## config.mk

```make
export PLATFORM = sky130hd
export DESIGN_NAME = tkp_host_pins
export DESIGN_NICKNAME = d
export VERILOG_FILES = /design/src/verilog/tkp_sync.v /design/src/verilog/tkp_host_pins.v
export VERILOG_INCLUDE_DIRS = /design/src /design/src/verilog
export SDC_FILE = /design/constraint.sdc
export NUM_CORES = 1
export LEC_CHECK = 0
export ABC_CLOCK_PERIOD_IN_PS = 2500
export CAP_MARGIN = 25
export CORE_AREA = 5 5 98 100
export DETAILED_ROUTE_END_ITERATION = 16
export DIE_AREA = 0 0 103 105
export DONT_BUFFER_PORTS = 1
export GPL_ROUTABILITY_DRIVEN = 0
export SLEW_MARGIN = 10
export SYNTH_ARGS = -nofsm -noshare
export SYNTH_HDL_FRONTEND = slang
export SYNTH_SLANG_ARGS = --single-unit
```

## constraint.sdc

```tcl
create_clock -name core_clk -period 2.5 [get_ports core_clk]
set_input_delay 0.125 -clock core_clk [delete_from_list [all_inputs] [get_ports core_clk]]
set_output_delay 0.125 -clock core_clk [all_outputs]
set_load 0.03 [all_outputs]
```

## src/verilog/tkp_pin_map.vh

```
// Purpose: named constants for the touch/keypad host pin logic
// Assumes: included by bare name from design files
// Notes:   definitions only
`ifndef TKP_PIN_MAP_VH
`define TKP_PIN_MAP_VH

// ----------------------------------------
// Serial command port
// ----------------------------------------
`define TKP_CMD_BITS      8
`define TKP_RES_BITS      12
`define TKP_CNT_W         5
`define TKP_SEQ_MAX       5'h14
// Idle levels of {pen, key, sdin, select, sclk} as seen by the synchroniser
`define TKP_PIN_IDLE      5'h02

// ----------------------------------------
// Timing (core_clk = 20 MHz, 50 ns)
// ----------------------------------------
`define TKP_CLK_NS        50
`define TKP_DEB_NS        20000
`define TKP_SAMPLE_NS     1000

// ----------------------------------------
// Command byte fields
// ----------------------------------------
`define TKP_CMD_START     7
`define TKP_CMD_MODE_HI   6
`define TKP_CMD_MODE_LO   4
`define TKP_MODE_X        3'h1
`define TKP_MODE_Y        3'h5
`define TKP_MODE_CFG      3'h7
`define TKP_CFG_PEN_EN    0
`define TKP_CFG_KEY_EN    1

`endif

```

## src/verilog/tkp_sync.v

```verilog
// Purpose: two-flop synchroniser for pins entering core_clk domain
// Assumes: one clock, synchronous active-low reset
// Notes:   first stage is read only by the second stage
`timescale 1ns/10ps
`default_nettype none

module tkp_sync #(
  parameter             WIDTH   = 1,
  parameter [WIDTH-1:0] RST_VAL = {WIDTH{1'b0}}
) (
  // Clock and reset
  input  wire             core_clk,
  input  wire             rst_n,
  // Asynchronous in, synchronous out
  input  wire [WIDTH-1:0] async_in,
  output reg  [WIDTH-1:0] sync_out
);

  reg [WIDTH-1:0] meta;

  // Two stages; nothing taps the first
  // Reset to the pins' idle levels, so no false edge or select follows reset
  always @(posedge core_clk) begin
    if (!rst_n) begin
      meta     <= RST_VAL;
      sync_out <= RST_VAL;
    end else begin
      meta     <= async_in;
      sync_out <= meta;
    end
  end

endmodule

`default_nettype wire

```

## src/verilog/tkp_host_pins.v

```verilog
// Purpose: host-facing pin logic: serial port, interrupts, busy, reset
// Assumes: sclk far slower than core_clk (sampled, edges detected)
// Notes:   command byte: start bit, 3-bit mode, then 12 result bits out
`timescale 1ns/10ps
`default_nettype none
`include "tkp_pin_map.vh"

module tkp_host_pins #(
  parameter DEB_CYC    = (`TKP_DEB_NS + `TKP_CLK_NS - 1) / `TKP_CLK_NS,
  parameter SAMPLE_CYC = (`TKP_SAMPLE_NS + `TKP_CLK_NS - 1) / `TKP_CLK_NS,
  parameter RES_BITS   = `TKP_RES_BITS
) (
  // Clock and reset
  input  wire                core_clk,
  input  wire                rst_n,
  // Serial command port pins
  input  wire                sclk,
  input  wire                chip_select_n,
  input  wire                sdin,
  output reg                 sdout,
  output reg                 sdout_oe_n,
  // Event sources from analog / scanner
  input  wire                key_press,
  input  wire                pen_press,
  input  wire [RES_BITS-1:0] adc_result,
  // Status and interrupt pins
  output reg                 key_event_irq_n,
  output reg                 pen_touch_irq_n,
  output reg                 busy,
  // Plate switch control
  output reg                 y_minus_plate
);

  // ----------------------------------------
  // Input synchronisers
  // ----------------------------------------
  wire [4:0] pins_s;

  tkp_sync #(
    .WIDTH   (5),
    .RST_VAL (`TKP_PIN_IDLE)
  ) u_sync (
    .core_clk (core_clk),
    .rst_n    (rst_n),
    .async_in ({pen_press, key_press, sdin, chip_select_n, sclk}),
    .sync_out (pins_s)
  );

  wire sclk_s  = pins_s[0];
  wire csn_s   = pins_s[1];
  wire sdin_s  = pins_s[2];
  wire key_s   = pins_s[3];
  wire pen_s   = pins_s[4];

  reg  sclk_d;
  wire sclk_rise = sclk_s & ~sclk_d;
  wire sclk_fall = ~sclk_s & sclk_d;

  // Edge history of the synchronised clock
  always @(posedge core_clk) begin
    if (!rst_n)
      sclk_d <= 1'b0;
    else
      sclk_d <= sclk_s;
  end

  // ----------------------------------------
  // Serial transfer state
  // ----------------------------------------
  localparam ST_IDLE = 2'h0;
  localparam ST_CMD  = 2'h1;
  localparam ST_CONV = 2'h2;
  localparam ST_SHFT = 2'h3;

  reg [1:0]                  state;
  reg [`TKP_CMD_BITS-1:0]    cmd;
  reg [`TKP_CNT_W-1:0]       bit_cnt;
  reg [RES_BITS-1:0]         shreg;
  reg [15:0]                 conv_cnt;
  reg                        pen_en;
  reg                        key_en;

  wire [`TKP_CMD_BITS-1:0] cmd_nx = {cmd[`TKP_CMD_BITS-2:0], sdin_s};
  wire [2:0] mode_nx = cmd_nx[`TKP_CMD_MODE_HI:`TKP_CMD_MODE_LO];

  // Command capture, conversion wait and result shift
  always @(posedge core_clk) begin
    if (!rst_n) begin
      state         <= ST_IDLE;
      cmd           <= {`TKP_CMD_BITS{1'b0}};
      bit_cnt       <= {`TKP_CNT_W{1'b0}};
      shreg         <= {RES_BITS{1'b0}};
      conv_cnt      <= 16'h0000;
      pen_en        <= 1'b0;
      key_en        <= 1'b0;
      sdout         <= 1'b0;
      sdout_oe_n    <= 1'b1;
      y_minus_plate <= 1'b0;
    end else if (csn_s) begin
      // Deselect aborts any transfer; bus let go
      state         <= ST_IDLE;
      bit_cnt       <= {`TKP_CNT_W{1'b0}};
      sdout         <= 1'b0;
      sdout_oe_n    <= 1'b1;
      y_minus_plate <= 1'b0;
    end else begin
      sdout_oe_n <= 1'b0;
      case (state)
        ST_IDLE: begin
          sdout <= 1'b0;
          // Idle input is low, so a high bit marks the command start
          if (sclk_rise && sdin_s) begin
            cmd     <= {{(`TKP_CMD_BITS-1){1'b0}}, 1'b1};
            bit_cnt <= {{(`TKP_CNT_W-1){1'b0}}, 1'b1};
            state   <= ST_CMD;
          end
        end
        ST_CMD: begin
          sdout <= 1'b0;
          if (sclk_rise) begin
            cmd     <= cmd_nx;
            bit_cnt <= bit_cnt + 1'b1;
            if (bit_cnt == `TKP_CMD_BITS - 1) begin
              if (mode_nx == `TKP_MODE_CFG) begin
                pen_en <= cmd_nx[`TKP_CFG_PEN_EN];
                key_en <= cmd_nx[`TKP_CFG_KEY_EN];
                state  <= ST_IDLE;
              end else begin
                y_minus_plate <= (mode_nx == `TKP_MODE_Y);
                conv_cnt      <= 16'h0000;
                state         <= ST_CONV;
              end
            end
          end
        end
        ST_CONV: begin
          sdout <= 1'b0;
          // Sampling window, then wait for the falling edge that shows MSB
          if (conv_cnt < SAMPLE_CYC)
            conv_cnt <= conv_cnt + 1'b1;
          else if (sclk_fall) begin
            shreg   <= adc_result;
            sdout   <= adc_result[RES_BITS-1];
            bit_cnt <= {{(`TKP_CNT_W-1){1'b0}}, 1'b1};
            y_minus_plate <= 1'b0;
            state   <= ST_SHFT;
          end
        end
        ST_SHFT: begin
          if (sclk_fall) begin
            if (bit_cnt == RES_BITS) begin
              sdout <= 1'b0;
              state <= ST_IDLE;
            end else begin
              shreg   <= {shreg[RES_BITS-2:0], 1'b0};
              sdout   <= shreg[RES_BITS-2];
              bit_cnt <= bit_cnt + 1'b1;
            end
          end
        end
        default: state <= ST_IDLE;
      endcase
    end
  end

  // ----------------------------------------
  // Keypad debounce and key interrupt
  // ----------------------------------------
  reg [15:0] deb_cnt;
  reg        deb_run;
  reg        key_d;

  // A press edge starts one debounce scan; the interrupt clears at its end
  always @(posedge core_clk) begin
    if (!rst_n) begin
      deb_cnt         <= 16'h0000;
      deb_run         <= 1'b0;
      key_d           <= 1'b0;
      key_event_irq_n <= 1'b1;
    end else begin
      key_d <= key_s;
      if (!key_en) begin
        deb_run         <= 1'b0;
        deb_cnt         <= 16'h0000;
        key_event_irq_n <= 1'b1;
      end else if (deb_run) begin
        if (deb_cnt == DEB_CYC - 1) begin
          deb_run         <= 1'b0;
          key_event_irq_n <= 1'b1;
        end else
          deb_cnt <= deb_cnt + 1'b1;
      end else if (key_s && !key_d) begin
        deb_run         <= 1'b1;
        deb_cnt         <= 16'h0000;
        key_event_irq_n <= 1'b0;
      end
    end
  end

  // ----------------------------------------
  // Pen interrupt and busy
  // ----------------------------------------
  // Scan start and last scan cycle, so busy moves on the same edge as the irq
  wire deb_start = key_en & ~deb_run & key_s & ~key_d;
  wire deb_last  = (deb_cnt == DEB_CYC - 1);

  // Busy covers debounce and the conversion past its sampling window;
  // it drops on the very edge that launches the MSB
  always @(posedge core_clk) begin
    if (!rst_n) begin
      pen_touch_irq_n <= 1'b1;
      busy            <= 1'b0;
    end else begin
      pen_touch_irq_n <= ~(pen_en & pen_s & csn_s);
      busy <= deb_start | (deb_run & key_en & ~deb_last)
            | (!csn_s && state == ST_CONV && conv_cnt >= SAMPLE_CYC && !sclk_fall);
    end
  end

endmodule

`default_nettype wire

```

==> results of run 1 <==
==> power groups by stage <==
stage / sequential [mW] / clock (mW) / combinational, mW
after floorplan: 1.27 / 0 / 0.0294
after global placement: 1.27 / 0 / 0.0267
after detailed placement: 1.27 / 0 / 0.0263
after CTS: 1.24 / 0.946 / 0.0433
after global routing: 1.24 / 0.997 / 0.0516
final: 1.24 / 0.909 / 0.0458
==> sequential cells by signal (all words and copies together) (netlist names), named ones only <==
register / cells
pen_en: 1
key_d: 1
sdout_oe_n: 1
cmd: 6
deb_run: 1
sdout: 1
u_sync.meta: 5
conv_cnt: 16
bit_cnt: 5
shreg: 11
key_event_irq_n: 1
y_minus_plate: 1
deb_cnt: 16
busy: 1
key_en: 1
sclk_d: 1
pen_touch_irq_n: 1
u_sync.sync_out: 5
state: 1
==> cell type report <==
type	count	share of cell area [%]
inverters	10	1.01
clock buffers	9	3.35
flip-flops and latches	77	41.6
repair buffers	13	3.38
multi-input cells	267	45.3
clock inverters	6	1.72
well taps	108	3.65
==> final timing paths <==
| check | from | to | cells past startpoint |
|---|---|---|---|
| hold reg to reg | u_sync.sync_out[4]$_SDFF_PN0_ | pen_touch_irq_n$_SDFF_PN1_ | 1 |
| setup / recovery | deb_cnt[5]$_SDFFE_PN0P_ | deb_cnt[8]$_SDFFE_PN0P_ | 4 |
| hold / removal | adc_result[1] | shreg[1]$_SDFFE_PN0P_ | 3 |
| setup reg to reg | deb_cnt[5]$_SDFFE_PN0P_ | deb_cnt[8]$_SDFFE_PN0P_ | 4 |
==> logic make-up after synthesis <==
family,Yosys count,synth area share [%]
buffers and inverters,30,3.42
AND/OR/NAND/NOR,174,29.0
XOR/XNOR,7,1.84
multiplexers,6,1.84
flip-flops,77,46.3
AO/OA/AOI/OAI,75,15.7
adder cells (fa/ha/maj),5,1.88
==> critical path: cells and delay by family, from the launching register on <==
family	cells	cell delay [ns]
AOI/OAI and AO/OA	2	0.53
DFF	1	0.36
and+or+nand+nor	2	1.06
==> routing by layer <==
| layer | wire [microns] | global-route usage, % | vias up |
|---|---|---|---|
| met5 | 0 | 0 | - |
| met4 | 95 | 4.35 | 0 |
| met3 | 429 | 4.80 | 8 |
| met2 | 2880 | 19.0 | 57 |
| met1 | 3540 | 19.5 | 1221 |
| li1 | - | - | 1349 |
==> layout by cell type, fill, tap and decap left out, drive strengths merged, types with 3 or more instances in the layout <==
master       synthesis  final
xnor2                6      6
and3                 3      3
nor2b                5      5
nand3b               6      6
o211a               10     10
ha                   5      5
nand4                9      9
inv                 10     11
or3                  3      3
nand2b               4      4
nand2               39     39
nor4                 7      7
o21a                 3      3
nand3               34     34
nor2                21     21
a211oi               4      4
and4                 3      3
dlygate4sd3          0      8
or4                  4      4
nor3                 3      3
a31oi                6      6
dfxtp               77     77
a21boi               6      6
a41o                 3      3
mux2i                5      5
o21ai               17     17
clkbuf              19      9
or2                  3      3
and2                21     21
a21oi               14     14
buf                  1      5
==> metrics by stage <==
step	util, %	hold slack [ns]	cells
final	43.1	0.0458	490
after global routing	43.1	0.0413	490
after CTS	42.9	0.0274	489
after detailed placement	39.8	0.209	466
after global placement	39.8	0.209	466
after floorplan	-	0.226	374
==> reports/metrics.cfg, run 1 <==
[run_status]
status = finished, final reports clean

[synth]
synth.ff_latch_count = 77
synthFlopType = dfxtp_1
async_reset_ff_share_pct = 0
synth_top_cell_by_area = dfxtp_1
ys_seq_area_share_pct = 46.3
ys_types = 54
synth_area_sq_mm = 0.00333
yosysWarningCount = 0
synthTopCellsByCount = dfxtp_1 (77), nand2_1 (39), nand3_1 (34)
synth_top_area_share_pct = 46.3
synthCells = 374
syn_area_per_cell_sq_um = 8.91
synth_edf_count = 0
synth_nets = 398
synth.most_common_cell = dfxtp_1
ys_top_cells_by_area = dfxtp_1 (46%), nand3_1 (5.1%), nand2_1 (4.4%)

[power]
p_total_mw = 2.20
p_clk_share_pct = 41.4
swShare_pct = 22.1
combPwrFrac_pct = 2.1
power.internal_mw = 1.71
peakVddDrop_mv = 0.392
seq_power_share_pct = 56.5
p_switching_mw = 0.485
p_leak_nw = 1.38
p_per_area_mw_per_mm2 = 593

[placed_design]
io_buffer_count = 0
dp_hpwl_microns = 4680
pre_cts_ws_ns = 0.472
placed_area_sq_mm = 0.00342

[floorplan]
dieArea_sq_mm = 0.0108
start_util_pct = 38.8
rows = 34
core_sq_mm = 0.00859
die_w_microns = 103
die_h_microns = 105
pin_count = 25

[global_routing]
grt_pass1_wl_microns = 12100
first_global_vias = 2552
grt.overflow.total = 0
antenna_found_initial = 0
grt_max_degree = 34
grt_use_total_pct = 13.6

[clocking]
clkTransAtPathRegs_ns = 0.08
post_cts_resized = 0
cts-hold-fix-buffers = 8
clock_path_buffers = 2
cts_tree = built
cts_setup_buffers = 0
h-tree-depth = 3
cts_sinks = 77
clk-insertion-delay-late_ns = 0.34
root_buffer = clkbuf_8
cts_buffers = 9

[worst_setup_path]
cp-end-kind = register
regToRegSetupSlack_ns = 0.46
critPathLaunchType = register
worstPathRequired_ns = 2.75
crit_type = register to register
cp_cell_sequence = or4_4 > nor4_4 > a211oi_2 > a41o_1
worst_ep_arrival_time_ns = 2.29
cp_slowest_cell = or4_4
slowest_delay_ns = 0.55
critPathMaxFanout = 10

[timing]
fin_worst_skew_ns = 0.0104
max-slew-margin-rel_pct = 56.8
period_needed_ns = 2.04
final.setup.tns_ns = 0
tightest_slew_ns = 0.649
rsz0062_at_grt = no
hold_viol_final = 0
fin_crit_sh_pct = 81.7
setup_violations = 0
fin_ws_ns = 0.458
fmax_mhz = 490
slew_violations = 0

[worst_hold_path]
hold_class = primary input to register

[final_layout]
fill_cells = 886
multi_input_area_sq_mm = 0.00168
diodes = 0
final-seq-area_sq_mm = 0.00154
area_growth_pct = 11.2
drive_above_1_share_pct = 7.59
design_area_sq_mm = 0.00370
nNetsFinal = 402

[drt]
ant_nets = 0
totalWireLength_microns = 6940
vias = 2635
drc = 0
first_pass_iters = 5
wl_per_cell_microns = 14.2
drt_iter0_drc = 167
via_per_inst = 5.38

[job]
max_cap_viol_count = 0

Power figures use the tool's default switching activity.
==> run 2: changes to the inputs <==
--- a/config.mk
+++ b/config.mk
@@ -6,7 +6,7 @@
 export SDC_FILE = /design/constraint.sdc
 export NUM_CORES = 1
 export LEC_CHECK = 0
-export ABC_CLOCK_PERIOD_IN_PS = 2500
+export ABC_CLOCK_PERIOD_IN_PS = 1900
 export CAP_MARGIN = 25
 export CORE_AREA = 5 5 98 100
 export DETAILED_ROUTE_END_ITERATION = 16
==> constraint.sdc (replaced) <==
create_clock -name core_clk -period 1.9 [get_ports core_clk]
set_input_delay 0.095 -clock core_clk [delete_from_list [all_inputs] [get_ports core_clk]]
set_output_delay 0.095 -clock core_clk [all_outputs]
set_load 0.03 [all_outputs]
==> run 2 against run 1 <==
  * Clock power grew 32%
  * Core utilization rose by 4.2 points
  * Worst setup slack got worse by 0.40 ns
  * Critical path type unchanged
==> reports/metrics.cfg, run 2 (synthesis gave the netlist of run 1 again) <==
[run_status]
status = finished, final reports clean

[drt]
totalWireLength_microns = 7520
via_per_inst = 5.37
drt_iter0_drc = 136
drc = 0
vias = 2813
wl_per_cell_microns = 14.3
first_pass_iters = 4
ant_nets = 0

[clocking]
cts_sinks = 77
clock_path_buffers = 2
clk-insertion-delay-late_ns = 0.34
clkTransAtPathRegs_ns = 0.07
root_buffer = clkbuf_8
cts_tree = built
h-tree-depth = 3
cts_buffers = 9

[timing]
hold_ws_ns = 0.0230
max-slew-margin-rel_pct = 36.8
tightest_slew_ns = 0.948
setup_violations = 0
period_needed_ns = 1.84
hold_viol_final = 0
fmax_mhz = 543
fin_crit_sh_pct = 96.9
slew_violations = 0
fin_worst_skew_ns = 0.00671

[floorplan]
dieArea_sq_mm = 0.0108
die_h_microns = 105
core_sq_mm = 0.00859
pin_count = 25
start_util_pct = 38.8
die_w_microns = 103
rows = 34

[worst_setup_path]
slowest_delay_ns = 0.55
worst_ep_arrival_time_ns = 2.12
cp_slowest_cell = or4_4
worstPathRequired_ns = 2.18
regToRegSetupSlack_ns = 0.06
path_buf_inv = 1
critical_path.top_delay_family = simple AND/OR/NAND/NOR gates
critPathMaxFanout = 7
cp_cell_sequence = or4_4 > nor4_4 > buf_4 > a211oi_4 > a31oi_1 > a41o_1
crit_type = register to register
critPathLaunchType = register
cp-end-kind = register

[global_routing]
grt_pass1_wl_microns = 12400
grt_use_total_pct = 14.2
antenna_found_initial = 0
first_global_vias = 2647
grt.overflow.total = 0
grt_max_degree = 31

[final_layout]
layout_common_cells = dfxtp_1 (74), nand2_1 (39), nand3_1 (34)
area_growth_pct = 22.1
reg_top3 = conv_cnt (16), deb_cnt (16), shreg (11)
layout_commonest_cell = dfxtp_1
drive_above_1_share_pct = 16.8
diodes = 0
nNetsFinal = 436

[power]
p_total_mw = 2.90
p_leak_nw = 1.59
peakVddDrop_mv = 0.444
p_per_area_mw_per_mm2 = 714

[worst_hold_path]
hold_class = primary input to register

[job]
max_cap_viol_count = 0

[placed_design]
io_buffer_count = 0
dp_hpwl_microns = 4920

run 2: final timing paths:
check	start	endpoint	depth (start not counted)
setup / recovery	deb_cnt[5]$_SDFFE_PN0P_	deb_cnt[8]$_SDFFE_PN0P_	6
hold / removal	adc_result[5]	shreg[5]$_SDFFE_PN0P_	3
setup reg to reg	deb_cnt[5]$_SDFFE_PN0P_	deb_cnt[8]$_SDFFE_PN0P_	6
hold reg to reg	pen_en$_SDFFE_PN0P_	pen_touch_irq_n$_SDFF_PN1_	1
run 2: power by group:
| group | total, mW | switching [mW] | internal [mW] | leakage, nW |
|---|---|---|---|---|
| Sequential | 1.63 | 0.00844 | 1.62 | 0.624 |
| Clock | 1.20 | 0.562 | 0.634 | 0.0992 |
| Combinational | 0.0729 | 0.0355 | 0.0373 | 0.870 |
| Total | 2.90 | 0.606 | 2.30 | 1.59 |
run 2: final cells by class:
| cell class | count | area, sq um |
|---|---|---|
| clock inverter | 4 | 48.8 |
| sequential | 77 | 1550 |
| clock buffer | 11 | 141 |
| tap | 108 | 135 |
| multi-input combinational | 268 | 1770 |
| inverter | 10 | 37.5 |
| fill | 825 | 4530 |
| timing repair buffer | 46 | 390 |
run 2: metrics by stage:
step           setup slack, ns  std cells  area (sq um)  util [%]  TNS (ns)
2_1_floorplan           0.0687        374          3330         -         0
3_3_place_gp           0.00224        492          3630      42.2         0
3_5_place_dp           -0.0272        492          3630      42.2   -0.0339
4_1_cts                0.00241        521          3960      46.1         0
5_1_grt                -0.0209        524          4070      47.3   -0.0216
6_report                0.0586        524          4070      47.3         0
run 2: metal layers:
metal / vias to the layer above / part of all wire (%) / global-route usage, %
met5: - / 0 / 0
met4: 0 / 1.0 / 5.00
met3: 7 / 5.4 / 3.86
met2: 55 / 46 / 20.6
met1: 1336 / 48 / 20.0
li1: 1415 / - / -
run 2: worst min-delay path, delay by kind of cell:
kind	cells	cell delay, ns
and+or+nand+nor	2	0.10
AOI/OAI and AO/OA	1	0.13
run 2: timing repair:
item / CTS / global route
resized for setup: 3 / 15
endpoints found under the setup margin: 4 / 21
pin swaps: 1 / 8
hold buffers: 12 / 0
setup buffers: 2 / 2
endpoints found under the hold margin: 34 / 0
gates cloned: 0 / 1
==> run 3: changes to the inputs <==
--- a/config.mk
+++ b/config.mk
@@ -13,6 +13,7 @@
 export DIE_AREA = 0 0 103 105
 export DONT_BUFFER_PORTS = 1
 export GPL_ROUTABILITY_DRIVEN = 0
+export PLACE_DENSITY = 0.55
 export SLEW_MARGIN = 10
 export SYNTH_ARGS = -nofsm -noshare
 export SYNTH_HDL_FRONTEND = slang
==> run 3 against run 2 <==
  * Clock skew is 0.0023 ns higher
  * Worst hold slack got worse by 0.0063 ns
  * Non-clock buffer count is 3 lower
  * Design area barely moved
  * Global-route usage grew 0.22 points
  * Critical path type unchanged
  * Critical endpoint is now deb_cnt[2]$_SDFFE_PN0P_
  * Highest routed layer unchanged
==> reports/metrics.cfg, run 3 (synthesis gave the netlist of run 1 again) <==
[run_status]
status = finished, final reports clean

[worst_setup_path]
cp-end-kind = register
worstPathRequired_ns = 2.13
worst_ep_arrival_time_ns = 2.03
critical_path.top_delay_family = simple AND/OR/NAND/NOR gates
crit_type = register to register
cp_cell_sequence = or4_4 > nor4_4 > buf_6 > buf_4 > a211oi_1 > xnor2_1 > nor2_1
startpoint = deb_cnt[5]$_SDFFE_PN0P_
slowest_delay_ns = 0.53
reg2reg_from = deb_cnt[5]$_SDFFE_PN0P_
critPathLaunchType = register
cp_slowest_cell = or4_4
path_buf_inv = 2
critPathMaxFanout = 7

[floorplan]
pin_count = 25
die_w_microns = 103
core_sq_mm = 0.00859
dieArea_sq_mm = 0.0108
die_h_microns = 105
start_util_pct = 38.8
rows = 34

[timing]
period_needed_ns = 1.81
setup_violations = 0
tightest_slew_ns = 0.872
slew_violations = 0
fmax_mhz = 554
final.setup.tns_ns = 0
fin_crit_sh_pct = 95.1
hold_viol_final = 0
max-slew-margin-rel_pct = 41.9
fin_ws_ns = 0.0938
fin_worst_skew_ns = 0.00903
hold_ws_ns = 0.0167
rsz0062_at_grt = yes

[final_layout]
layout_common_cells = dfxtp_1 (74), nand2_1 (38), nand3_1 (34)
design_area_sq_mm = 0.00406
fill_cells = 871
nNetsFinal = 432
final-seq-area_sq_mm = 0.00155
diodes = 0
drive_above_1_share_pct = 17.9
fin_util_pct = 47.3
multi_input_area_sq_mm = 0.00176
area_growth_pct = 21.9
layout_commonest_cell = dfxtp_1
reg_top3 = conv_cnt (16), deb_cnt (16), shreg (11)

[clocking]
cts_sinks = 77
h-tree-depth = 3
cts_buffers = 9
clk-insertion-delay-late_ns = 0.33
cts_tree = built
clock_path_buffers = 2
clkTransAtPathRegs_ns = 0.08
root_buffer = clkbuf_8

[global_routing]
grt_use_total_pct = 14.4
grt.overflow.total = 0
antenna_found_initial = 0
first_global_vias = 2669
grt_pass1_wl_microns = 12600
grt_max_degree = 33

[placed_design]
dp_hpwl_microns = 5170
pre_cts_ws_ns = -0.0119
io_buffer_count = 0
placed_area_sq_mm = 0.00363

[drt]
drc = 0
drt_iter0_drc = 106
wl_per_cell_microns = 14.1
via_per_inst = 5.29
vias = 2757
totalWireLength_microns = 7340
ant_nets = 0
first_pass_iters = 4

[power]
p_leak_nw = 1.56
p_per_area_mw_per_mm2 = 733
peakVddDrop_mv = 0.585

[worst_hold_path]
hold_class = primary input to register
worstHoldStart = adc_result[2]

[job]
max_cap_viol_count = 0

-- run 3: changes by cell type in the layout (fill, tap and decap cells not counted), moves of 2 or more --
cell and change:
buf_6 +2, clkinvlp_4 +2, a21oi_1 +2, a21oi_2 -2, dlygate4sd3_1 -2, buf_4 -3
-- run 3: layout make-up --
cell class,instances,area share [%]
clock inverters,5,1.45
multi-input cells,267,43.3
well taps,108,3.33
flip-flops and latches,77,38.0
inverters,10,0.924
repair buffers,43,9.18
clock buffers,11,3.73
-- run 3: worst paths after layout --
kind,cells after the start,slack [ns],endpoint
worst max-delay path,7,0.09,deb_cnt[2]$_SDFFE_PN0P_
worst min-delay path,3,0.02,shreg[2]$_SDFFE_PN0P_
worst max register to register,7,0.09,deb_cnt[2]$_SDFFE_PN0P_
worst min register to register,1,0.41,pen_touch_irq_n$_SDFF_PN1_
-- run 3: power breakdown --
part	switching (mW)	internal (mW)
combinational	0.0340	0.0345
clock	0.598	0.679
sequential	0.00809	1.62
-- run 3: tightest hold or removal path, cell delays in order --
cell and delay, ns:
nand2_1 0.03, nand3_1 0.07, o211a_1 0.13
-- run 3: what timing repair did --
item	4_1_cts	5_1_grt
endpoints found under the hold margin	34	0
pin swaps	1	8
cloned	0	0
hold buffers	9	0
setup buffers	1	1
resized for setup	3	18
setup endpoints to repair	8	32
-- run 3: routing by layer --
metal / track usage, % / routed length [microns]
met2: 22.4 / 3340
met4: 3.89 / 85
met5: 0 / 0
met1: 19.5 / 3640
met3: 4.06 / 277
-- run 3: stage by stage --
step | power, mW | instances
after floorplan | 1.71 | 374
after global placement | 1.71 | 493
after detailed placement | 1.71 | 493
after CTS | 3.02 | 519
after global routing | 3.11 | 521
final | 2.98 | 521
